## src/core/dtr_defines.vh

```
// Purpose: constants for the transform and temperature readout core
// Assumes: 20 MHz core clock
// Notes:   offsets are byte addresses on the two-wire serial port
`ifndef DTR_DEFINES_VH
`define DTR_DEFINES_VH

// ***************************************************
// register offsets
// ***************************************************
`define DTR_REG_CTRL_HI 8'h80
`define DTR_REG_CTRL_LO 8'h81
`define DTR_REG_STATUS 8'h8F
`define DTR_REG_TEMP_HI 8'h92
`define DTR_REG_TEMP_LO 8'h93
`define DTR_REG_REAL_HI 8'h94
`define DTR_REG_REAL_LO 8'h95
`define DTR_REG_IMAG_HI 8'h96
`define DTR_REG_IMAG_LO 8'h97

// ***************************************************
// field positions and reset values
// ***************************************************
`define DTR_CMD_MSB 7
`define DTR_CMD_LSB 4
`define DTR_GAIN_BIT 0
`define DTR_CLKSRC_BIT 3
`define DTR_STAT_TEMP_BIT 0
`define DTR_STAT_DFT_BIT 2
`define DTR_CTRL_HI_RST 8'h00
`define DTR_CTRL_LO_RST 8'h00

// ***************************************************
// command codes (upper nibble of control high byte)
// ***************************************************
`define DTR_CMD_START 4'h2
`define DTR_CMD_INCR 4'h3
`define DTR_CMD_REPEAT 4'h4
`define DTR_CMD_TEMP 4'h9

// ***************************************************
// timing
// ***************************************************
`define DTR_CLK_PERIOD_NS 50
`define DTR_TEMP_CONV_US 800
`define DTR_TEMP_CONV_CYCLES ((`DTR_TEMP_CONV_US * 1000) / `DTR_CLK_PERIOD_NS)
`define DTR_OSC_NOMINAL_HZ 16776000
`define DTR_DFT_SAMPLES 1024
`define DTR_ADC_W 12
`define DTR_VEC_W 16
`define DTR_RES_W 16
`define DTR_RES_LSB 22
// serial bus address: the value is arbitrary, override per system
`define DTR_DEV_ADDR 7'h2A

`endif

```

## src/core/dtr_top.v

```verilog
// Purpose: transform readout, clock select and temperature control core
// Assumes: host reaches registers over a two-wire serial port on pins
// Notes:   serial clock is sampled by MCLK_I, so it must be well slower
//
// Overview of operation
// - gain bit selects receive gain five or one
// - ADC codes go straight into accumulator
// - accumulate sample times cosine and negated sine
// - results are two signed 16-bit words
// - real at 0x94/0x95, imaginary at 0x96/0x97
// - clock-source bit picks internal or external clock
// - internal oscillator is selected after reset
// - internal oscillator nominally runs at 16.776 MHz
// - temperature conversion timed internally
// - temperature block powered down after reset
// - conversion ends after 800 us, then powers down
// - status flags valid temperature; host polls it
// - temperature read-only at 0x92/0x93, 14-bit code
// - code resolution is one thirty-second degree
// - example encodings follow the sensor code directly
// - status bit set when transform results valid
`timescale 1ns/1ps
`default_nettype none
`include "dtr_defines.vh"

module dtr_top #(
   parameter TEMP_CONV_CYCLES = `DTR_TEMP_CONV_CYCLES,
   parameter [6:0] DEV_ADDR = `DTR_DEV_ADDR,
   parameter N_SAMPLES = `DTR_DFT_SAMPLES
)(
   input wire MCLK_I,
   input wire RESETN_I,
   input wire CE_I,
   input wire SCL_I,
   input wire SDA_I,
   output wire SDA_O,
   output reg SDA_OE_O,
   input wire ADC_VALID_I,
   input wire [`DTR_ADC_W-1:0] ADC_DATA_I,
   input wire signed [`DTR_VEC_W-1:0] COS_I,
   input wire signed [`DTR_VEC_W-1:0] SIN_I,
   input wire [13:0] TEMP_CODE_I,
   output reg TEMP_PWR_O,
   output reg PGA_GAIN5_O,
   output reg CLK_SEL_EXT_O
);
   // ***************************************************
   // serial pin synchronisers and edge finding
   // ***************************************************
   reg scl_s1, scl_s2, scl_s3;
   reg sda_s1, sda_s2, sda_s3;

   always @(posedge MCLK_I)
   begin
      if (!RESETN_I)
      begin
         scl_s1 <= 1'b1;
         scl_s2 <= 1'b1;
         scl_s3 <= 1'b1;
         sda_s1 <= 1'b1;
         sda_s2 <= 1'b1;
         sda_s3 <= 1'b1;
      end
      else if (CE_I)
      begin
         scl_s1 <= SCL_I;
         scl_s2 <= scl_s1;
         scl_s3 <= scl_s2;
         sda_s1 <= SDA_I;
         sda_s2 <= sda_s1;
         sda_s3 <= sda_s2;
      end
   end

   wire scl_rise = scl_s2 & ~scl_s3;
   wire scl_fall = ~scl_s2 & scl_s3;
   wire start_det = scl_s2 & scl_s3 & ~sda_s2 & sda_s3;
   wire stop_det = scl_s2 & scl_s3 & sda_s2 & ~sda_s3;

   // open drain: only ever pulls low
   assign SDA_O = 1'b0;

   // ***************************************************
   // register state
   // ***************************************************
   reg [7:0] ctrl_hi;
   reg temp_valid;
   reg dft_valid;
   reg [15:0] temp_result;
   reg [14:0] temp_cnt;
   wire signed [`DTR_RES_W-1:0] dft_real;
   wire signed [`DTR_RES_W-1:0] dft_imag;
   wire dft_done;

   function [7:0] rd_byte;
      input [7:0] a;
      input [7:0] hi;
      input [7:0] lo;
      input [7:0] st;
      input [15:0] t;
      input [15:0] re;
      input [15:0] im;
      begin
         case (a)
            `DTR_REG_CTRL_HI: rd_byte = hi;
            `DTR_REG_CTRL_LO: rd_byte = lo;
            `DTR_REG_STATUS: rd_byte = st;
            `DTR_REG_TEMP_HI: rd_byte = t[15:8];
            `DTR_REG_TEMP_LO: rd_byte = t[7:0];
            `DTR_REG_REAL_HI: rd_byte = re[15:8];
            `DTR_REG_REAL_LO: rd_byte = re[7:0];
            `DTR_REG_IMAG_HI: rd_byte = im[15:8];
            `DTR_REG_IMAG_LO: rd_byte = im[7:0];
            default: rd_byte = 8'h00;
         endcase
      end
   endfunction

   // ***************************************************
   // serial slave state machine
   // ***************************************************
   localparam [6:0] S_IDLE = 7'b0000001;
   localparam [6:0] S_ADDR = 7'b0000010;
   localparam [6:0] S_AACK = 7'b0000100;
   localparam [6:0] S_WR = 7'b0001000;
   localparam [6:0] S_WACK = 7'b0010000;
   localparam [6:0] S_RD = 7'b0100000;
   localparam [6:0] S_RACK = 7'b1000000;

   reg [6:0] state;
   reg [3:0] bit_cnt;
   reg [7:0] rx_sh;
   reg [7:0] tx_sh;
   reg [7:0] ptr;
   reg rw;
   reg first;
   reg host_nack;
   reg wr_en;
   reg [7:0] wr_addr;
   reg [7:0] wr_data;

   wire [7:0] status = {5'h00, dft_valid, 1'b0, temp_valid};
   wire [7:0] ctrl_lo = {4'h0, CLK_SEL_EXT_O, 3'h0};
   wire [7:0] rd_now = rd_byte(ptr, ctrl_hi, ctrl_lo, status,
                               temp_result, dft_real, dft_imag);

   always @(posedge MCLK_I)
   begin
      if (!RESETN_I)
      begin
         state <= S_IDLE;
         bit_cnt <= 4'h0;
         rx_sh <= 8'h00;
         tx_sh <= 8'h00;
         ptr <= 8'h00;
         rw <= 1'b0;
         first <= 1'b0;
         host_nack <= 1'b0;
         wr_en <= 1'b0;
         wr_addr <= 8'h00;
         wr_data <= 8'h00;
         SDA_OE_O <= 1'b0;
      end
      else if (CE_I)
      begin
         wr_en <= 1'b0;
         if (start_det)
         begin
            state <= S_ADDR;
            bit_cnt <= 4'h0;
            SDA_OE_O <= 1'b0;
         end
         else if (stop_det)
         begin
            state <= S_IDLE;
            SDA_OE_O <= 1'b0;
         end
         else
         begin
            case (state)
               S_IDLE:
               begin
                  SDA_OE_O <= 1'b0;
               end
               S_ADDR:
               begin
                  if (scl_rise)
                  begin
                     rx_sh <= {rx_sh[6:0], sda_s2};
                     bit_cnt <= bit_cnt + 4'h1;
                  end
                  else if (scl_fall && bit_cnt == 4'h8)
                  begin
                     if (rx_sh[7:1] == DEV_ADDR)
                     begin
                        rw <= rx_sh[0];
                        first <= ~rx_sh[0];
                        SDA_OE_O <= 1'b1;
                        state <= S_AACK;
                     end
                     else
                        state <= S_IDLE;
                  end
               end
               S_AACK:
               begin
                  if (scl_fall)
                  begin
                     bit_cnt <= 4'h0;
                     if (rw)
                     begin
                        tx_sh <= rd_now;
                        SDA_OE_O <= ~rd_now[7];
                        ptr <= ptr + 8'h01;
                        state <= S_RD;
                     end
                     else
                     begin
                        SDA_OE_O <= 1'b0;
                        state <= S_WR;
                     end
                  end
               end
               S_WR:
               begin
                  if (scl_rise)
                  begin
                     rx_sh <= {rx_sh[6:0], sda_s2};
                     bit_cnt <= bit_cnt + 4'h1;
                  end
                  else if (scl_fall && bit_cnt == 4'h8)
                  begin
                     if (first)
                        ptr <= rx_sh;
                     else
                     begin
                        wr_en <= 1'b1;
                        wr_addr <= ptr;
                        wr_data <= rx_sh;
                        ptr <= ptr + 8'h01;
                     end
                     first <= 1'b0;
                     SDA_OE_O <= 1'b1;
                     state <= S_WACK;
                  end
               end
               S_WACK:
               begin
                  if (scl_fall)
                  begin
                     SDA_OE_O <= 1'b0;
                     bit_cnt <= 4'h0;
                     state <= S_WR;
                  end
               end
               S_RD:
               begin
                  if (scl_rise)
                     bit_cnt <= bit_cnt + 4'h1;
                  else if (scl_fall)
                  begin
                     if (bit_cnt == 4'h8)
                     begin
                        SDA_OE_O <= 1'b0;
                        state <= S_RACK;
                     end
                     else
                     begin
                        tx_sh <= {tx_sh[6:0], 1'b0};
                        SDA_OE_O <= ~tx_sh[6];
                     end
                  end
               end
               S_RACK:
               begin
                  if (scl_rise)
                     host_nack <= sda_s2;
                  else if (scl_fall)
                  begin
                     if (host_nack)
                        state <= S_IDLE;
                     else
                     begin
                        bit_cnt <= 4'h0;
                        tx_sh <= rd_now;
                        SDA_OE_O <= ~rd_now[7];
                        ptr <= ptr + 8'h01;
                        state <= S_RD;
                     end
                  end
               end
               default:
               begin
                  state <= S_IDLE;
                  SDA_OE_O <= 1'b0;
               end
            endcase
         end
      end
   end

   // ***************************************************
   // control register and command decode
   // ***************************************************
   wire cmd_wr = wr_en && wr_addr == `DTR_REG_CTRL_HI;
   wire [3:0] cmd = wr_data[`DTR_CMD_MSB:`DTR_CMD_LSB];
   wire dft_start = cmd_wr && (cmd == `DTR_CMD_START ||
                    cmd == `DTR_CMD_INCR || cmd == `DTR_CMD_REPEAT);
   wire temp_start = cmd_wr && cmd == `DTR_CMD_TEMP;

   always @(posedge MCLK_I)
   begin
      if (!RESETN_I)
      begin
         ctrl_hi <= `DTR_CTRL_HI_RST;
         PGA_GAIN5_O <= 1'b0;
         CLK_SEL_EXT_O <= 1'b0;
      end
      else if (CE_I && wr_en)
      begin
         if (wr_addr == `DTR_REG_CTRL_HI)
         begin
            ctrl_hi <= wr_data;
            // low means gain five, high means unity
            PGA_GAIN5_O <= ~wr_data[`DTR_GAIN_BIT];
         end
         if (wr_addr == `DTR_REG_CTRL_LO)
            // downstream mux switches to the 16.776 MHz oscillator when low
            CLK_SEL_EXT_O <= wr_data[`DTR_CLKSRC_BIT];
      end
   end

   // ***************************************************
   // temperature conversion sequencer
   // ***************************************************
   always @(posedge MCLK_I)
   begin
      if (!RESETN_I)
      begin
         TEMP_PWR_O <= 1'b0;
         temp_cnt <= 15'h0000;
         temp_valid <= 1'b0;
         temp_result <= 16'h0000;
      end
      else if (CE_I)
      begin
         if (temp_start)
         begin
            TEMP_PWR_O <= 1'b1;
            temp_cnt <= 15'h0000;
            temp_valid <= 1'b0;
         end
         else if (TEMP_PWR_O)
         begin
            // local count, no serial clock needed during conversion
            temp_cnt <= temp_cnt + 15'h0001;
            if (temp_cnt == TEMP_CONV_CYCLES[14:0] - 15'h0001)
            begin
               TEMP_PWR_O <= 1'b0;
               // sensor code kept verbatim: 1/32 degree, bit 13 sign
               temp_result <= {2'b00, TEMP_CODE_I};
               temp_valid <= 1'b1;
            end
         end
      end
   end

   // ***************************************************
   // transform engine and its status flag
   // ***************************************************
   dtr_dft #(
      .N_SAMPLES(N_SAMPLES)
   ) u_dft (
      .clk_i(MCLK_I),
      .rst_n_i(RESETN_I),
      .ce_i(CE_I),
      .start_i(dft_start),
      .sample_valid_i(ADC_VALID_I),
      .sample_i(ADC_DATA_I),
      .cos_i(COS_I),
      .sin_i(SIN_I),
      .real_o(dft_real),
      .imag_o(dft_imag),
      .done_o(dft_done),
      .busy_o()
   );

   always @(posedge MCLK_I)
   begin
      if (!RESETN_I)
         dft_valid <= 1'b0;
      else if (CE_I)
      begin
         // a finishing point wins over a clearing start
         if (dft_done)
            dft_valid <= 1'b1;
         else if (dft_start)
            dft_valid <= 1'b0;
      end
   end
endmodule
`default_nettype wire

```

## src/core/dtr_dft.v

```verilog
// Purpose: single-bin transform accumulator for one frequency point
// Assumes: samples and test vectors arrive together on a valid strobe
// Notes:   results hold through the next start until that point's last sample
`timescale 1ns/1ps
`default_nettype none
`include "dtr_defines.vh"

module dtr_dft #(
   parameter ADC_W = `DTR_ADC_W,
   parameter VEC_W = `DTR_VEC_W,
   parameter RES_W = `DTR_RES_W,
   parameter RES_LSB = `DTR_RES_LSB,
   parameter N_SAMPLES = `DTR_DFT_SAMPLES
)(
   input wire clk_i,
   input wire rst_n_i,
   input wire ce_i,
   input wire start_i,
   input wire sample_valid_i,
   input wire [ADC_W-1:0] sample_i,
   input wire signed [VEC_W-1:0] cos_i,
   input wire signed [VEC_W-1:0] sin_i,
   output reg signed [RES_W-1:0] real_o,
   output reg signed [RES_W-1:0] imag_o,
   output reg done_o,
   output reg busy_o
);
   localparam ACC_W = ADC_W + VEC_W + 12;
   localparam [10:0] LAST = N_SAMPLES - 1;

   reg signed [ACC_W-1:0] acc_re;
   reg signed [ACC_W-1:0] acc_im;
   reg [10:0] cnt;
   // raw code enters unchanged; zero extension keeps it non-negative
   wire signed [ADC_W:0] x = {1'b0, sample_i};
   wire signed [ADC_W+VEC_W:0] p_re = x * cos_i;
   wire signed [ADC_W+VEC_W:0] p_im = x * sin_i;
   wire signed [ACC_W-1:0] next_re = acc_re + p_re;
   wire signed [ACC_W-1:0] next_im = acc_im - p_im;

   always @(posedge clk_i)
   begin
      if (!rst_n_i)
      begin
         acc_re <= {ACC_W{1'b0}};
         acc_im <= {ACC_W{1'b0}};
         cnt <= 11'h000;
         real_o <= {RES_W{1'b0}};
         imag_o <= {RES_W{1'b0}};
         done_o <= 1'b0;
         busy_o <= 1'b0;
      end
      else if (ce_i)
      begin
         done_o <= 1'b0;
         if (start_i)
         begin
            acc_re <= {ACC_W{1'b0}};
            acc_im <= {ACC_W{1'b0}};
            cnt <= 11'h000;
            busy_o <= 1'b1;
         end
         else if (busy_o && sample_valid_i)
         begin
            acc_re <= next_re;
            acc_im <= next_im;
            cnt <= cnt + 11'h001;
            if (cnt == LAST)
            begin
               // results move only here, so byte reads stay coherent
               real_o <= next_re[RES_LSB+RES_W-1:RES_LSB];
               imag_o <= next_im[RES_LSB+RES_W-1:RES_LSB];
               done_o <= 1'b1;
               busy_o <= 1'b0;
            end
         end
      end
   end
endmodule
`default_nettype wire

```

## config.mk

```make
export PLATFORM = sky130hd
export DESIGN_NAME = dtr_top
export DESIGN_NICKNAME = d
export VERILOG_FILES = /design/src/core/dtr_top.v /design/src/core/dtr_dft.v
export VERILOG_INCLUDE_DIRS = /design/src /design/src/core
export SDC_FILE = /design/constraint.sdc
export NUM_CORES = 2
export LEC_CHECK = 0
export BUFFER_PORTS_ARGS = -buffer_cell sky130_fd_sc_hd__buf_4
export CORE_MARGIN = 2
export CORE_UTILIZATION = 26
export CTS_CLUSTER_DIAMETER = 50
export DETAILED_ROUTE_END_ITERATION = 16
export MAX_ROUTING_LAYER = met4
export PLACE_DENSITY_LB_ADDON = 0.25
export SLEW_MARGIN = 25
export SYNTH_ARGS = -nofsm -noshare
export SYNTH_HDL_FRONTEND = slang
export SYNTH_SLANG_ARGS = --single-unit
```

## constraint.sdc

```tcl
create_clock -name MCLK_I -period 18.5 [get_ports MCLK_I]
set_input_delay 1.85 -clock MCLK_I [delete_from_list [all_inputs] [get_ports MCLK_I]]
set_output_delay 1.85 -clock MCLK_I [all_outputs]
set_load 0.005 [all_outputs]
```

# Yosys cells after proc, flatten, opt, wreduce, memory -nomap -nowiden
# Index checks and enable logic that the tools add are counted.
[totals] register_bits=228 mem_bits_ro=0 ram_bits=0 latch_bits=0 word_cells=255 memories=0 inputBits=64 output_inout_bits=5
[classes] n_addsub=6 n_shift=0 mul=2 magnitude_cmp=0 div_mod_pow=0 n_reduce_logical=39 bitwise_logic=21 eq_ne=59 mux=95
[op_table] operator="40-bit two-way mux" n=4
[op_table] operator="7-bit two-way mux" n=21
[op_table] operator="8-bit == test, second input constant" n=11
[op_table] operator="8-bit case mux with 9 select lines" n=1
[op_table] operator="8-bit two-way mux" n=8
[op_table] operator="13-bit by 16-bit multiplier with 29-bit output" n=2
[op_table] operator="4-bit inequality test, second input constant" n=13
[op_table] operator="7-bit case mux with 7 select lines" n=1
[op_table] operator="1-bit two-way mux" n=41
[op_table] operator="40-bit by 29-bit adder with 40-bit output" n=1
[op_table] operator="40-bit by 29-bit subtractor with 40-bit output" n=1
[op_table] operator="15-bit two-way mux" n=2
[op_table] operator="4-bit two-way mux" n=7
[op_table] operator="2-bit inequality test, second input constant" n=14
[op_table] operator="13-bit AND reduction" n=2
[op_table] operator="8-bit case mux with 3 select lines" n=1
[op_table] operator="11-bit two-way mux" n=2
[op_table] operator="7-bit case mux with 3 select lines" n=1
[op_table] operator="15-bit by 1-bit adder with 15-bit output, second input constant" n=1
[op_table] operator="15-bit by 14-bit == test with 1-bit output, second input constant" n=1
[op_table] operator="7-bit by 6-bit == test with 1-bit output, second input constant" n=2
[op_table] operator="1-bit NOT" n=14
[op_table] operator="7-bit AND reduction" n=2
[op_table] operator="6-bit two-way mux" n=2
[op_table] operator="35 further kinds" n=67

# Depth between registers and ports, before layout
[depth] word_depth=9 depth_mapped=24

# Modules after synthesis
# A second synthesis with hierarchy kept.
[unflattened] cells_unflattened=3320 hier_area_um2=29328.1
[by_module_without_submodules] mod="dtr_dft" cells_each=2670 seq_area_each_um2=2422.3 area_per_inst_um2=23739.0 instances=1
[by_module_without_submodules] mod="dtr_top" cells_each=650 seq_area_each_um2=2062.0 area_per_inst_um2=5589.1 instances=1

# Worst setup path before layout
# Ideal clock, no wire load.
[synth_path] kind="input-to-reg" from="in SIN_I[15]" to="reg u_dft.acc_im[35]" setup_time_ns=0.117 setup_slack_ns=10.008 path_stages=21 t_arrival_ns=8.375 n_path_buf=1 required_time_ns=18.383 path_cell_list="clkbuf_1 > nand2_1 > inv_1 > fa_1 > fa_1 > inv_1 > fa_1 > fa_1 > fa_1 > inv_1 > fa_1 > inv_1 > ha_1 > a21o_1 > a21o_1 > o311a_1 > and2_1 > nand4_1 > a21oi_1 > or4_1 > a32o_1"
[synth_between] elab_chain_cells=4
[synth_rtl] element="start: declaration" line="dtr_top.v:41" source="input wire signed [`DTR_VEC_W-1:0] SIN_I,"
[synth_rtl] element="13-bit by 16-bit multiplier with 29-bit output" line="dtr_dft.v:37" source="wire signed [ADC_W+VEC_W:0] p_im = x * sin_i;"
[synth_rtl] element="40-bit by 29-bit subtractor with 40-bit output" line="dtr_dft.v:39" source="wire signed [ACC_W-1:0] next_im = acc_im - p_im;"
[synth_rtl] element="40-bit two-way mux" line="dtr_dft.v:63" source="else if (busy_o && sample_valid_i)"
[synth_rtl] element="40-bit two-way mux" line="dtr_dft.v:56" source="if (start_i)"
[synth_rtl] element="end signal: assignment" line="dtr_dft.v:46" source="acc_im <= {ACC_W{1'b0}};"
[synth_rtl] element="end signal: assignment" line="dtr_dft.v:59" source="acc_im <= {ACC_W{1'b0}};"
[synth_rtl] element="end signal: assignment" line="dtr_dft.v:66" source="acc_im <= next_im;"
[synth_rtl] element="end: declaration" line="dtr_dft.v:32" source="reg signed [ACC_W-1:0] acc_im;"
# No other way between the ends. The select of a mux whose other input is x is not followed.
# A chain may end at the register's enable or synchronous reset.

# Final worst setup path
[layout_path] from="in ADC_DATA_I[0]" to="reg u_dft.imag_o[14]"
[layout_between] elab_chain_cells=2
[layout_rtl] element="start: declaration" line="dtr_top.v:39" source="input wire [`DTR_ADC_W-1:0] ADC_DATA_I,"
[layout_rtl] element="13-bit by 16-bit multiplier with 29-bit output" line="dtr_dft.v:37"
[layout_rtl] element="40-bit by 29-bit subtractor with 40-bit output" line="dtr_dft.v:39"
[layout_rtl] element="end signal: assignment" line="dtr_dft.v:49" source="imag_o <= {RES_W{1'b0}};"
[layout_rtl] element="end signal: assignment" line="dtr_dft.v:72" source="imag_o <= next_im[RES_LSB+RES_W-1:RES_LSB];"
[layout_rtl] element="end: declaration" line="dtr_dft.v:24" source="output reg signed [RES_W-1:0] imag_o,"
# No other way between the ends.

==> impl_metrics.ini <==
[outcome]
outcome = finished clean

[floorplanning]
die_w_um = 340
die_area_mm2 = 0.115
start_util_pct = 26.1
die_h_um = 340
ioPinCount = 69
core_mm2 = 0.112
core.rowCount = 123

[routing]
wl_um = 76500
drt_iter0_markers = 1038
ant_nets = 0
avgViaCountPerCell = 4.49
dr.pass1.iters = 5
route.detailed.drc = 0
vias = 21800
wl_per_cell_um = 15.8

[global_routing]
grt_start_max_net_pins = 78
track_usage_pct = 14.1
first_global_vias = 23000
gr-total-overflow = 0
antenna_found_initial = 0
grt_pass1_wl_um = 129000

[critical_path]
r2r-end = u_dft.imag_o[14]
critPathMaxFanout = 32
r2r_cells = 17
crit_type = in2reg
crit_arrival_ns = 8.88
cp-end-kind = register
crit_path_start_kind = input pin
r2r_slack_ns = 12.29
rr_startpoint = u_dft.acc_im[9]
required_ns = 18.99

[logic_synthesis]
synth_xor_area_share_pct = 2.48
ys_seq_area_share_pct = 15.3
ys_warn_count = 0
synth_top_family_by_area = adder cells
syn_avg_cell_area_um2 = 8.67
dominantRegCellSynth = dfxtp_1
synth-compound-area-share_pct = 11.2
async_flop_share_pct = 0
synth-seq-cells = 224
synth_cells = 3375
synthSimpleGateAreaFrac_pct = 17.8
synth.mux.area_fraction_pct = 1.41
synth_area_mm2 = 0.0293
ys_types = 93
synth-edff-count = 0
synthesis.nets = 4108
synth_fa_ha_area_share_pct = 41.2

[clock_tree]
post_cts_buffers = 0
ctsResizeCount = 0
cts-htree-levels = 2
cts_tree = yes
cts_inserted_buffers = 39
cts.sink_count = 224
insertion_delay_ns = 0.55
holdBufCountCts = 0
cts_buffer_depth = 3
cts_root_buffer = clkbuf_16
clk_pin_slew_ns = 0.05

[timing]
rsz0062_at_grt = no
tightest_slew_ns = 0.913
slew-limit-headroom_pct = 39.1
finClkSkew_ns = 0.0280
period_share_pct = 45.4
setup_viol = 0
fin_tns_setup_ns = 0
maxSlewViolCount = 0
fmax_mhz = 119
fin_crit_ns = 8.39
hold_violations = 0

[cells_and_area]
nNetsFinal = 4059
fillCellCount = 12100
syn_to_final_growth_pct = 11.0
n_antenna_cell = 0
final_cell_mix = inv_1 (645), fa_1 (489), nand2_1 (332), and2_1 (240), dfxtp_1 (224)
finalInstanceArea_mm2 = 0.0325
regArea_mm2 = 0.00448
multi_input_area_mm2 = 0.0217
drive_above_1_share_pct = 5.57
layout_commonest_cell = inv_1

[min_path]
min_from = wr_addr[7]
min_path_cells = 2
min_path_type = reg2reg
hold_end = wr_addr[7]

[placed_design]
io_buffers = 67
place_congestion = 0.805
placed_area_mm2 = 0.0311
hpwlAfterDp_um = 60000

[job]
drv_cap = 0
## Yosys cell counts, drive strengths merged, types with 7 or more instances
cell | instances | share of area, %
a211o | 10 | 0.30
a211oi | 17 | 0.44
a21o | 37 | 0.95
a21oi | 150 | 2.6
a22oi | 34 | 0.87
a31oi | 16 | 0.34
a32oi | 9 | 0.29
and2 | 241 | 5.1
and3 | 24 | 0.51
buf | 22 | 0.44
clkbuf | 149 | 1.9
dfxtp | 224 | 15
fa | 490 | 34
ha | 179 | 7.6
inv | 645 | 8.3
mux2i | 40 | 1.4
nand2 | 335 | 4.3
nand2b | 15 | 0.32
nand3 | 77 | 1.3
nand4 | 19 | 0.41
nand4b | 7 | 0.21
nor2 | 170 | 2.2
nor2b | 12 | 0.26
nor3 | 34 | 0.62
nor3b | 11 | 0.28
nor4 | 20 | 0.50
o211ai | 14 | 0.38
o21a | 15 | 0.38
o21ai | 119 | 2.0
o21bai | 12 | 0.31
o31ai | 10 | 0.26
or2 | 9 | 0.19
or3 | 23 | 0.49
or4 | 8 | 0.22
xnor2 | 50 | 1.5
xor2 | 33 | 0.99
## per-layer routing
layer  vias to the layer above  wire, um  track usage, %
li1                      10600         -               -
met1                     10900     37700            19.6
met2                       236     36200            22.8
met3                        74      1740            1.23
met4                         0       866            2.20
met5                         -         0               -
## cell type report
class,count,share of cell area (%)
clock inverters,22,0.789
well taps,1500,5.78
repair buffers,81,1.87
clock buffers,48,3.42
flip-flops and latches,224,13.8
multi-input cells,2334,66.9
inverters,646,7.47
## cells by family (layout without fill, tap and decap cells)
group           count (synthesis)  count (layout)
fa+ha+maj                     669             669
simple gates                 1030            1030
xor+xnor                       83              83
compound gates                510             510
other cells                     1               1
mux                            41              41
buf+inv                       817             797
flops                         224             224
## worst max-delay path by stage
stage	startpoint	end	slack, ns	cells after the start
2_1_floorplan	SIN_I[15]	u_dft.acc_im[35]	10.01	21
3_3_place_gp	ADC_DATA_I[0]	u_dft.imag_o[14]	9.18	19
3_5_place_dp	ADC_DATA_I[0]	u_dft.imag_o[14]	9.08	21
4_1_cts	ADC_DATA_I[0]	u_dft.imag_o[14]	9.64	21
5_1_grt	ADC_DATA_I[1]	u_dft.acc_im[35]	9.61	22
6_report	ADC_DATA_I[0]	u_dft.imag_o[14]	10.11	19
## state kept, by name (all words and copies together), names as in the netlist, 8 cells and up
register	cells
temp_cnt	15
u_dft.imag_o	16
u_dft.acc_re	38
ptr	8
u_dft.acc_im	38
wr_addr	8
u_dft.cnt	11
wr_data	8
rx_sh	8
ctrl_hi	8
temp_result	14
u_dft.real_o	16
## critical path: stages
cell and delay, ns:
buf_4 0.34, nand2_2 0.48, inv_1 0.47, fa_1 0.52, fa_1 0.54, inv_1 0.05, fa_1 0.47, fa_1 0.57
fa_1 0.42, fa_1 0.46, ha_1 0.45, and4_1 0.27, and2_1 0.16, nand2_1 0.06, nor4_1 0.58, o21ai_0 0.35
a31oi_1 0.36, nor4b_1 0.26, a311o_1 0.15
## stage by stage
stage	cells	hold slack [ns]	util [%]	setup slack (ns)
detailed placement	4785	0.445	27.8	9.08
CTS	4855	0.453	29.0	9.64
global route	4855	0.468	29.0	9.61
floorplan	3375	0.425	-	10.01
finish	4855	0.449	29.0	10.11
global placement	4785	0.441	27.8	9.18
Power is left out: the tool's default activity adds up to more than one toggle a clock period on the data nets, which glitch-free logic cannot reach.
